[config.mk]
export PLATFORM = sky130hd
export DESIGN_NAME = host_port_physical_layer
export DESIGN_NICKNAME = d
export VERILOG_FILES = /design/src/pkg/host_port_pkg.sv /design/src/pin_sync.sv /design/src/spi_slave_shifter.sv /design/src/host_port_physical_layer.sv
export SDC_FILE = /design/constraint.sdc
export NUM_CORES = 1
export LEC_CHECK = 0
export BUFFER_PORTS_ARGS = -buffer_cell sky130_fd_sc_hd__buf_2
export CORE_AREA = 2 2 123 125
export CTS_BUF_LIST = sky130_fd_sc_hd__clkbuf_2
export DETAILED_ROUTE_END_ITERATION = 10
export DIE_AREA = 0 0 125 127
export PLACE_DENSITY_LB_ADDON = 0.25
export SYNTH_ARGS = -nofsm -noshare
export SYNTH_HDL_FRONTEND = slang
export SYNTH_SLANG_ARGS = --single-unit
[constraint.sdc]
create_clock -name clk_sys_in -period 1.63 [get_ports clk_sys_in]
set_input_delay 0.2445 -clock clk_sys_in [delete_from_list [all_inputs] [get_ports clk_sys_in]]
set_output_delay 0.2445 -clock clk_sys_in [all_outputs]
set_load 0.1 [all_outputs]
[src/pkg/host_port_pkg.sv]
// Shared constants and helpers for the host port physical layer
package host_port_pkg;

    localparam int WORD_W = 16;
    localparam int BYTE_W = 8;
    localparam int PAGE_W = 8;
    localparam int SYNC_W = 29;

    // Status word layout
    localparam int STAT_PAGE_LSB = 8;
    localparam int STAT_CMD_BIT = 2;
    localparam int STAT_INT_BIT = 1;
    localparam int STAT_WAIT_BIT = 0;
    localparam logic [4:0] STAT_RSVD_VAL = 5'h00;

    // Reset values
    localparam logic [15:0] WORD_RESET = 16'h0000;
    // Strobes, chip select and slave select idle high
    localparam logic [28:0] SYNC_RESET = 29'h00001640;

    // Serial bit counter marks
    localparam logic [3:0] SPI_LAST_BIT = 4'hf;
    localparam logic [3:0] SPI_HALF = 4'h8;
    localparam logic [3:0] SPI_ZERO = 4'h0;

    // Access type {address select, read}
    typedef enum logic [1:0] {
        ACC_WR_DATA = 2'h0,
        ACC_RD_DATA = 2'h1,
        ACC_WR_CMD = 2'h2,
        ACC_RD_STAT = 2'h3
    } access_t;

    typedef enum logic {
        PH_FIRST = 1'b0,
        PH_SECOND = 1'b1
    } phase_t;

    function automatic logic [15:0] swap_bytes(input logic [15:0] w);
        return {w[7:0], w[15:8]};
    endfunction : swap_bytes

endpackage : host_port_pkg

[src/pin_sync.sv]
// Two-stage synchroniser for a vector of pin inputs
`timescale 1ns/100ps
module pin_sync #(
    parameter int WIDTH = 1,
    parameter logic [WIDTH-1:0] RESET_VAL = '0
) (
    input wire logic clk_sys_in,
    input wire logic rst_in,
    input wire logic [WIDTH-1:0] async_in,
    output logic [WIDTH-1:0] sync_out
);

    logic [WIDTH-1:0] meta_reg;
    logic [WIDTH-1:0] sync_reg;

    genvar i;
    generate
        for (i = 0; i < WIDTH; i++) begin : g_bit
            always_ff @(posedge clk_sys_in) begin
                if (rst_in) begin
                    meta_reg[i] <= RESET_VAL[i];
                    sync_reg[i] <= RESET_VAL[i];
                end else begin
                    meta_reg[i] <= async_in[i];
                    sync_reg[i] <= meta_reg[i];
                end
            end
        end
    endgenerate

    assign sync_out = sync_reg;

endmodule : pin_sync

[src/spi_slave_shifter.sv]
// Oversampled serial slave shifter with slave-select framing
`timescale 1ns/100ps
module spi_slave_shifter
    import host_port_pkg::*;
(
    input wire logic clk_sys_in,
    input wire logic rst_in,
    input wire logic sck_in,
    input wire logic mosi_in,
    input wire logic ss_n_in,
    input wire logic [15:0] tx_word_in,
    output logic [15:0] rx_word_out,
    output logic rx_valid_out,
    output logic frame_reset_out,
    output logic miso_out
);

    logic sck_prev_reg;
    logic ss_prev_reg;
    logic [3:0] cnt_reg;
    logic [15:0] rx_shift_reg;
    logic [15:0] tx_shift_reg;
    logic miso_reg;
    logic [15:0] rx_word_reg;
    logic rx_valid_reg;
    logic frame_reset_reg;
    logic sck_rise;
    logic sck_fall;
    logic ss_rise;
    logic ss_fall;
    logic bad_frame;

    assign sck_rise = sck_in & ~sck_prev_reg & ~ss_n_in;
    assign sck_fall = ~sck_in & sck_prev_reg & ~ss_n_in;
    assign ss_rise = ss_n_in & ~ss_prev_reg;
    assign ss_fall = ~ss_n_in & ss_prev_reg;
    assign bad_frame = ss_rise && cnt_reg != SPI_ZERO && cnt_reg != SPI_HALF;

    always_ff @(posedge clk_sys_in) begin
        if (rst_in) begin
            sck_prev_reg <= 1'b0;
            ss_prev_reg <= 1'b1;
        end else begin
            sck_prev_reg <= sck_in;
            ss_prev_reg <= ss_n_in;
        end
    end

    // Receive on rising clock, drop frames ending mid-byte
    always_ff @(posedge clk_sys_in) begin
        if (rst_in) begin
            cnt_reg <= SPI_ZERO;
            rx_shift_reg <= WORD_RESET;
            rx_word_reg <= WORD_RESET;
            rx_valid_reg <= 1'b0;
            frame_reset_reg <= 1'b0;
        end else begin
            rx_valid_reg <= 1'b0;
            frame_reset_reg <= bad_frame;
            if (bad_frame) begin
                cnt_reg <= SPI_ZERO;
            end else if (sck_rise) begin
                rx_shift_reg <= {rx_shift_reg[14:0], mosi_in};
                cnt_reg <= cnt_reg + 4'h1;
                if (cnt_reg == SPI_LAST_BIT) begin
                    rx_word_reg <= {rx_shift_reg[14:0], mosi_in};
                    rx_valid_reg <= 1'b1;
                end
            end
        end
    end

    // Transmit on falling clock or select edge
    always_ff @(posedge clk_sys_in) begin
        if (rst_in) begin
            tx_shift_reg <= WORD_RESET;
            miso_reg <= 1'b0;
        end else if ((sck_fall || ss_fall) && cnt_reg == SPI_ZERO) begin
            miso_reg <= tx_word_in[15];
            tx_shift_reg <= {tx_word_in[14:0], 1'b0};
        end else if (sck_fall) begin
            miso_reg <= tx_shift_reg[15];
            tx_shift_reg <= {tx_shift_reg[14:0], 1'b0};
        end
    end

    assign rx_word_out = rx_word_reg;
    assign rx_valid_out = rx_valid_reg;
    assign frame_reset_out = frame_reset_reg;
    assign miso_out = miso_reg;
endmodule : spi_slave_shifter

[src/host_port_physical_layer.sv]
// Parallel and serial host port front end with command interpreter
`timescale 1ns/100ps
module host_port_physical_layer
    import host_port_pkg::*;
(
    input wire logic clk_sys_in,
    input wire logic rst_in,
    input wire logic host_chip_select_n_in,
    input wire logic host_addr_select_in,
    input wire logic host_write_strobe_n_in,
    input wire logic host_read_strobe_n_in,
    input wire logic [15:0] host_data_bus_in,
    output logic [15:0] host_data_bus_out,
    output logic host_data_bus_oe_n_out,
    output logic host_wait_out,
    output logic host_wait_oe_n_out,
    input wire logic cfg_bus_16bit_in,
    input wire logic cfg_combined_strobe_in,
    input wire logic cfg_byte_swap_in,
    input wire logic cfg_wait_enable_in,
    input wire logic cfg_wait_active_high_in,
    input wire logic cfg_wait_drive_in,
    input wire logic spi_sck_in,
    input wire logic spi_mosi_in,
    input wire logic spi_ss_n_in,
    output logic spi_miso_out,
    input wire logic [7:0] active_page_number_in,
    input wire logic command_in_progress_in,
    input wire logic host_interrupt_in,
    input wire logic command_done_in,
    input wire logic rd_not_ready_in,
    input wire logic [15:0] rd_data_in,
    output logic [15:0] word_out,
    output logic command_strobe_out,
    output logic data_strobe_out,
    output logic interp_reset_out,
    output logic rd_taken_out
);

    // ------------------------------------------------------------
    // Pin synchronisation
    // ------------------------------------------------------------
    logic [SYNC_W-1:0] raw_vec;
    logic [SYNC_W-1:0] sync_vec;
    logic [15:0] data_s;
    logic cs_n_s, addr_s, wr_n_s, rd_n_s;
    logic sck_s, mosi_s, ss_n_s;
    logic bus16_s, comb_s, swap_s, wen_s, whi_s, wdrv_s;

    assign raw_vec = {host_data_bus_in, host_chip_select_n_in, host_addr_select_in,
                      host_write_strobe_n_in, host_read_strobe_n_in,
                      spi_sck_in, spi_mosi_in, spi_ss_n_in,
                      cfg_bus_16bit_in, cfg_combined_strobe_in, cfg_byte_swap_in,
                      cfg_wait_enable_in, cfg_wait_active_high_in, cfg_wait_drive_in};

    pin_sync #(.WIDTH(SYNC_W), .RESET_VAL(SYNC_RESET)) u_sync (
        .clk_sys_in(clk_sys_in),
        .rst_in(rst_in),
        .async_in(raw_vec),
        .sync_out(sync_vec)
    );

    assign {data_s, cs_n_s, addr_s, wr_n_s, rd_n_s, sck_s, mosi_s, ss_n_s,
            bus16_s, comb_s, swap_s, wen_s, whi_s, wdrv_s} = sync_vec;

    // ------------------------------------------------------------
    // Access decode
    // ------------------------------------------------------------
    logic host_data_strobe_n;
    logic host_read_not_write;
    logic access_active;
    logic access_is_read;
    access_t access_type;

    // Combined mode reuses the write pin as data strobe
    assign host_data_strobe_n = wr_n_s;
    assign host_read_not_write = rd_n_s;
    assign access_active = ~cs_n_s & (comb_s ? ~host_data_strobe_n
                                             : (~wr_n_s | ~rd_n_s));
    assign access_is_read = comb_s ? host_read_not_write : ~rd_n_s;
    assign access_type = access_t'({addr_s, access_is_read});

    logic act_prev_reg;
    logic cur_addr_reg;
    logic cur_read_reg;
    logic [15:0] cur_data_reg;
    logic finish;
    logic wr_done;
    logic rd_done;

    always_ff @(posedge clk_sys_in) begin
        if (rst_in) begin
            act_prev_reg <= 1'b0;
            cur_addr_reg <= 1'b0;
            cur_read_reg <= 1'b0;
            cur_data_reg <= WORD_RESET;
        end else begin
            act_prev_reg <= access_active;
            if (access_active) begin
                cur_addr_reg <= addr_s;
                cur_read_reg <= access_is_read;
                cur_data_reg <= data_s;
            end
        end
    end

    // Write data taken at the trailing strobe edge
    assign finish = act_prev_reg & ~access_active;
    assign wr_done = finish & ~cur_read_reg;
    assign rd_done = finish & cur_read_reg;

    // ------------------------------------------------------------
    // Byte pairing for the narrow bus
    // ------------------------------------------------------------
    phase_t phase_reg;
    logic [7:0] first_byte_reg;
    logic first_addr_reg;
    logic restart;
    logic word_ready;
    logic word_hint;
    logic [15:0] word_val;

    // Address-high byte after a data byte starts a new command
    assign restart = phase_reg == PH_SECOND && cur_addr_reg && !first_addr_reg;

    always_ff @(posedge clk_sys_in) begin
        if (rst_in) begin
            phase_reg <= PH_FIRST;
            first_byte_reg <= 8'h00;
            first_addr_reg <= 1'b0;
        end else if (wr_done && !bus16_s) begin
            if (phase_reg == PH_FIRST || restart) begin
                first_byte_reg <= cur_data_reg[7:0];
                first_addr_reg <= cur_addr_reg;
                phase_reg <= PH_SECOND;
            end else begin
                phase_reg <= PH_FIRST;
            end
        end
    end

    always_comb begin
        word_ready = 1'b0;
        word_hint = cur_addr_reg;
        word_val = cur_data_reg;
        if (wr_done) begin
            if (bus16_s) begin
                word_ready = 1'b1;
            end else if (phase_reg == PH_SECOND && !restart) begin
                word_ready = 1'b1;
                word_hint = first_addr_reg;
                word_val = {first_byte_reg, cur_data_reg[7:0]};
            end
        end
    end

    // ------------------------------------------------------------
    // Serial slave
    // ------------------------------------------------------------
    logic [15:0] spi_word;
    logic spi_word_valid;
    logic spi_frame_reset;
    logic [15:0] rd_word;

    assign rd_word = swap_s ? swap_bytes(rd_data_in) : rd_data_in;

    spi_slave_shifter u_spi (
        .clk_sys_in(clk_sys_in),
        .rst_in(rst_in),
        .sck_in(sck_s),
        .mosi_in(mosi_s),
        .ss_n_in(ss_n_s),
        .tx_word_in(rd_word),
        .rx_word_out(spi_word),
        .rx_valid_out(spi_word_valid),
        .frame_reset_out(spi_frame_reset),
        .miso_out(spi_miso_out)
    );

    // ------------------------------------------------------------
    // Command interpreter
    // ------------------------------------------------------------
    logic expect_cmd_reg;
    logic any_word;
    logic src_hint;
    logic take_cmd;
    logic [15:0] src_word;
    logic [15:0] word_reg;
    logic cmd_strobe_reg;
    logic data_strobe_reg;
    logic interp_reset_reg;

    // Parallel word wins if both ports finish together
    assign any_word = word_ready | spi_word_valid;
    assign src_word = word_ready ? word_val : spi_word;
    assign src_hint = word_ready & word_hint;
    assign take_cmd = any_word & (src_hint | expect_cmd_reg);

    always_ff @(posedge clk_sys_in) begin
        if (rst_in) begin
            expect_cmd_reg <= 1'b1;
        end else if (command_done_in || spi_frame_reset) begin
            expect_cmd_reg <= 1'b1;
        end else if (take_cmd) begin
            expect_cmd_reg <= 1'b0;
        end
    end

    always_ff @(posedge clk_sys_in) begin
        if (rst_in) begin
            word_reg <= WORD_RESET;
            cmd_strobe_reg <= 1'b0;
            data_strobe_reg <= 1'b0;
            interp_reset_reg <= 1'b0;
        end else begin
            cmd_strobe_reg <= take_cmd;
            data_strobe_reg <= any_word & ~take_cmd;
            interp_reset_reg <= src_hint | spi_frame_reset;
            if (any_word) begin
                // Commands never swapped
                word_reg <= (!take_cmd && swap_s) ? swap_bytes(src_word)
                                                  : src_word;
            end
        end
    end

    // ------------------------------------------------------------
    // Read path and status word
    // ------------------------------------------------------------
    logic [1:0] rd_half_reg;
    logic wait_state_reg;
    logic wait_active;
    logic [15:0] status_word;
    logic [15:0] sel_word;
    logic [15:0] bus_val;
    logic [15:0] bus_out_reg;
    logic bus_oe_n_reg;
    logic rd_taken_reg;

    assign status_word = {active_page_number_in, STAT_RSVD_VAL,
                          command_in_progress_in, host_interrupt_in,
                          wait_state_reg};
    assign sel_word = (access_type == ACC_RD_STAT) ? status_word : rd_word;
    assign bus_val = bus16_s ? sel_word
                   : {8'h00, rd_half_reg[addr_s] ? sel_word[7:0] : sel_word[15:8]};

    // Byte half per access kind; status bytes keep their own phase
    always_ff @(posedge clk_sys_in) begin
        if (rst_in) begin
            rd_half_reg <= 2'h0;
        end else begin
            if (rd_done && !bus16_s) begin
                rd_half_reg[cur_addr_reg] <= ~rd_half_reg[cur_addr_reg];
            end else if (take_cmd) begin
                rd_half_reg[0] <= 1'b0;
            end
        end
    end

    always_ff @(posedge clk_sys_in) begin
        if (rst_in) begin
            bus_out_reg <= WORD_RESET;
            bus_oe_n_reg <= 1'b1;
            rd_taken_reg <= 1'b0;
        end else begin
            bus_oe_n_reg <= ~(access_active & access_is_read);
            if (access_active && access_is_read) begin
                bus_out_reg <= bus_val;
            end
            rd_taken_reg <= (rd_done && !cur_addr_reg && (bus16_s || rd_half_reg[0]))
                          || (spi_word_valid && !take_cmd && !word_ready);
        end
    end

    // ------------------------------------------------------------
    // Wait output
    // ------------------------------------------------------------
    logic wait_level_reg;
    logic wait_oe_n_reg;

    // Pending read data stretches any read, status included
    assign wait_active = wen_s & ~cs_n_s & rd_not_ready_in
                       & ~(access_active & ~access_is_read);

    always_ff @(posedge clk_sys_in) begin
        if (rst_in) begin
            wait_state_reg <= 1'b0;
            wait_level_reg <= 1'b0;
            wait_oe_n_reg <= 1'b1;
        end else begin
            wait_state_reg <= wait_active;
            wait_level_reg <= whi_s ? wait_active : ~wait_active;
            wait_oe_n_reg <= ~wdrv_s;
        end
    end

    assign host_data_bus_out = bus_out_reg;
    assign host_data_bus_oe_n_out = bus_oe_n_reg;
    assign host_wait_out = wait_level_reg;
    assign host_wait_oe_n_out = wait_oe_n_reg;
    assign word_out = word_reg;
    assign command_strobe_out = cmd_strobe_reg;
    assign data_strobe_out = data_strobe_reg;
    assign interp_reset_out = interp_reset_reg;
    assign rd_taken_out = rd_taken_reg;
endmodule : host_port_physical_layer

==> metrics.txt <==
status=finished, violations left; violated checks=setup timing; Yosys reg bits=between 150 and 200; Setup WS pre-CTS=-0.1547 ns; total wire length=between 20000 and 25000 um; DRC viols=0; post-synthesis sequential area ratio=0.5162; RSZ-0062 raised after global routing=true; top cell type's share of synthesized area=0.5162; initial antenna violation count=1; relative slew slack=0.2597; worst hold path type=in -> reg; Top Metal Used=met4; Comb power frac=0.113; Iter 0 DRT Violations=about 660; clk root buf=clkbuf_2; clk buf depth=2; setup ws final=-0.2392 ns; ys async rst share=0; GP Congestion=0.8633; clock sinks=roughly 190; Synth Net Count=834; CTS Buf Count=17; Layout area overhead=47.05%; WL per Instance=between 15 and 20 um; Setup Crit Path Kind=reg -> reg; die width=125 um; number of synthesis warnings=0; Final HPWL DP=around 11000 um; Post-Synthesis Cells=between 700 and 800; Max Cap Viol=0; cell area after synthesis=approximately 7000 um^2; Syn Area/Cell=between 9 and 10 um^2; maximum vdd ir drop=between 0.0004 and 0.0005 V; Worst-Skew Late Latency=roughly 0.78 ns; fillers=between 900 and 1000; worst clock skew=between 0.03 and 0.04 ns; metal2 WL=around 11000 um; H-tree depth=4; number of synthesized flops with an enable pin=0; CTS tree=done; pin count of the biggest net entering global routing=30; Pint=5.835 mW; final core occ=0.7314; Vert. Die Dim=127 um; Critical Path Max Stage Delay=0.40 ns; R2R Setup Slk=-0.24 ns; post-DR vias/cell=~5.7; switching part of the total=0.2696; WP data required=around 2.3 ns; 1st-pass router iterations=5; hold_ws=between 0.06 and 0.07 ns; Primary FF master, synth=dfxtp_1; WL met3=~1800 um; final setup fails=49; Final Hold Fails=0; worst path cell trace=nand3b_1, a221oi_4, or2_4, a21boi_4, buf_4, a221o_1; Max Fclk=~530 MHz; Power per Cell Area=approximately 760 nW/um^2; Critical Path Sink Type=register; most common cell after layout, fill and taps aside=dfxtp_1; Ports=roughly 100; Final Max Tran Viols=0; DRT antenna net count=0; via count=around 6900; worst-margin pin slew=between 1 and 1.5 ns; Total Power=around 8 mW; GRT Residual Overflow=0; Leak Pwr=between 4 and 5 nW; die area=between 15000 and 20000 um^2; total core area=between 10000 and 15000 um^2; Tmin final=roughly 1.9 ns; NetSw=roughly 2.2 mW; sequential share of power=0.586; most frequent cells in the layout=dfxtp_1 (133), nand2_1 (126), dlygate4sd3_1 (70); leading area contributor after synthesis=dfxtp_1; crit share post-route=1.147; CP Max Fanout=5; share of post-route cells with drive strength above 1=0.3669; Slowest-stage cell, CP=dfxtp_2; Row Count=44; vias in the first global route=between 6000 and 7000; first-pass GRT wire length=roughly 31000 um; # nets final=approximately 1100; DRT met1 WL=just over 9000 um; Synth area leaders=dfxtp_1 (52%), nand2_1 (6.9%), nor2b_1 (5.6%); CP startpoint kind=register; Unique masters post-synth=52; crit path DAT=about 2.6 ns; Buffers on Ports=98; clock power share=0.301; CTS clock-pin slew for the worst setup and hold paths=0.25 ns; GR Util All Layers=0.2436; Initial Util=0.4974
-- stage by stage --
stage	TNS (ns)	cells	instance area (um^2)
floorplan	-0.6246	773	7219
global placement	-0.7594	1058	8163
detailed placement	-2.696	1058	8163
CTS	-1.586	1173	9952
global route	-9.191	1199	10550
finish	-4.279	1199	10550
-- worst max-delay path: cells and delay by family, from the launching register on --
kind | cells | cell delay, ns
and+or+nand+nor | 2 | 0.46
AOI/OAI and AO/OA | 3 | 0.76
buffers and inverters | 1 | 0.16
DFF | 1 | 0.40
-- cell usage after synthesis, types with 7 or more instances --
library cell	instances
o21ai_0	8
a21oi_1	68
clkbuf_1	31
nor3_1	11
a221o_1	21
mux2_2	9
buf_1	7
a211oi_1	27
dfxtp_1	185
nand3_1	15
nand2_1	131
nor2b_1	64
or2_2	10
mux2i_1	31
nand2b_1	8
nor2_1	69
-- routing by layer --
metal / track usage / up-vias
met5: 0 / -
met4: 0.08954 / 0
met3: 0.05570 / 119
met2: 0.4098 / 423
met1: 0.3084 / 3197
li1: - / 3119
-- worst paths after layout --
kind / start / endpoint / cells after the start
worst max-delay path: u_sync.sync_out[5] / word_out[11] / 6
worst min register to register: u_sync.sync_out[0] / host_wait_oe_n_out / 1
worst max register to register: u_sync.sync_out[5] / word_out[11] / 6
worst min-delay path: rst_in / u_sync.meta_reg[18] / 3
-- kinds of logic after synthesis --
logic type / synth area share
flops: 0.5162
buf+inv: 0.03872
fa+ha+maj: 0.003487
xor+xnor: 0.007326
mux: 0.06836
compound gates: 0.1561
simple gates: 0.2098
-- repair_timing --
action	CTS	global route
resized for setup	219	94
hold buffers	71	0
endpoints found under the hold margin	90	0
pin swaps	13	28
buffers inserted	11	22
gates cloned	1	5
endpoints found under the setup margin	74	115
-- cell type report --
cell class              count  area (um^2)  share of cell area
multi-input cells         533         3613              0.3425
flip-flops and latches    185         3786              0.3589
well taps                 184        230.2             0.02182
clock buffers              17        85.08            0.008065
repair buffers            258         2646              0.2508
diodes                      1        2.502           0.0002372
inverters                   6        22.52            0.002135
clock inverters            15        163.9             0.01554
-- power groups by stage --
stage / clock (mW) / combinational [mW] / sequential [mW]
after floorplan: 0 / 0.304 / 4.80
after global placement: 0 / 0.546 / 4.76
after detailed placement: 0 / 0.560 / 4.76
after CTS: 2.41 / 0.739 / 4.68
after global routing: 2.60 / 0.944 / 4.69
final: 2.40 / 0.904 / 4.68
(Power assumes the default switching activity.)
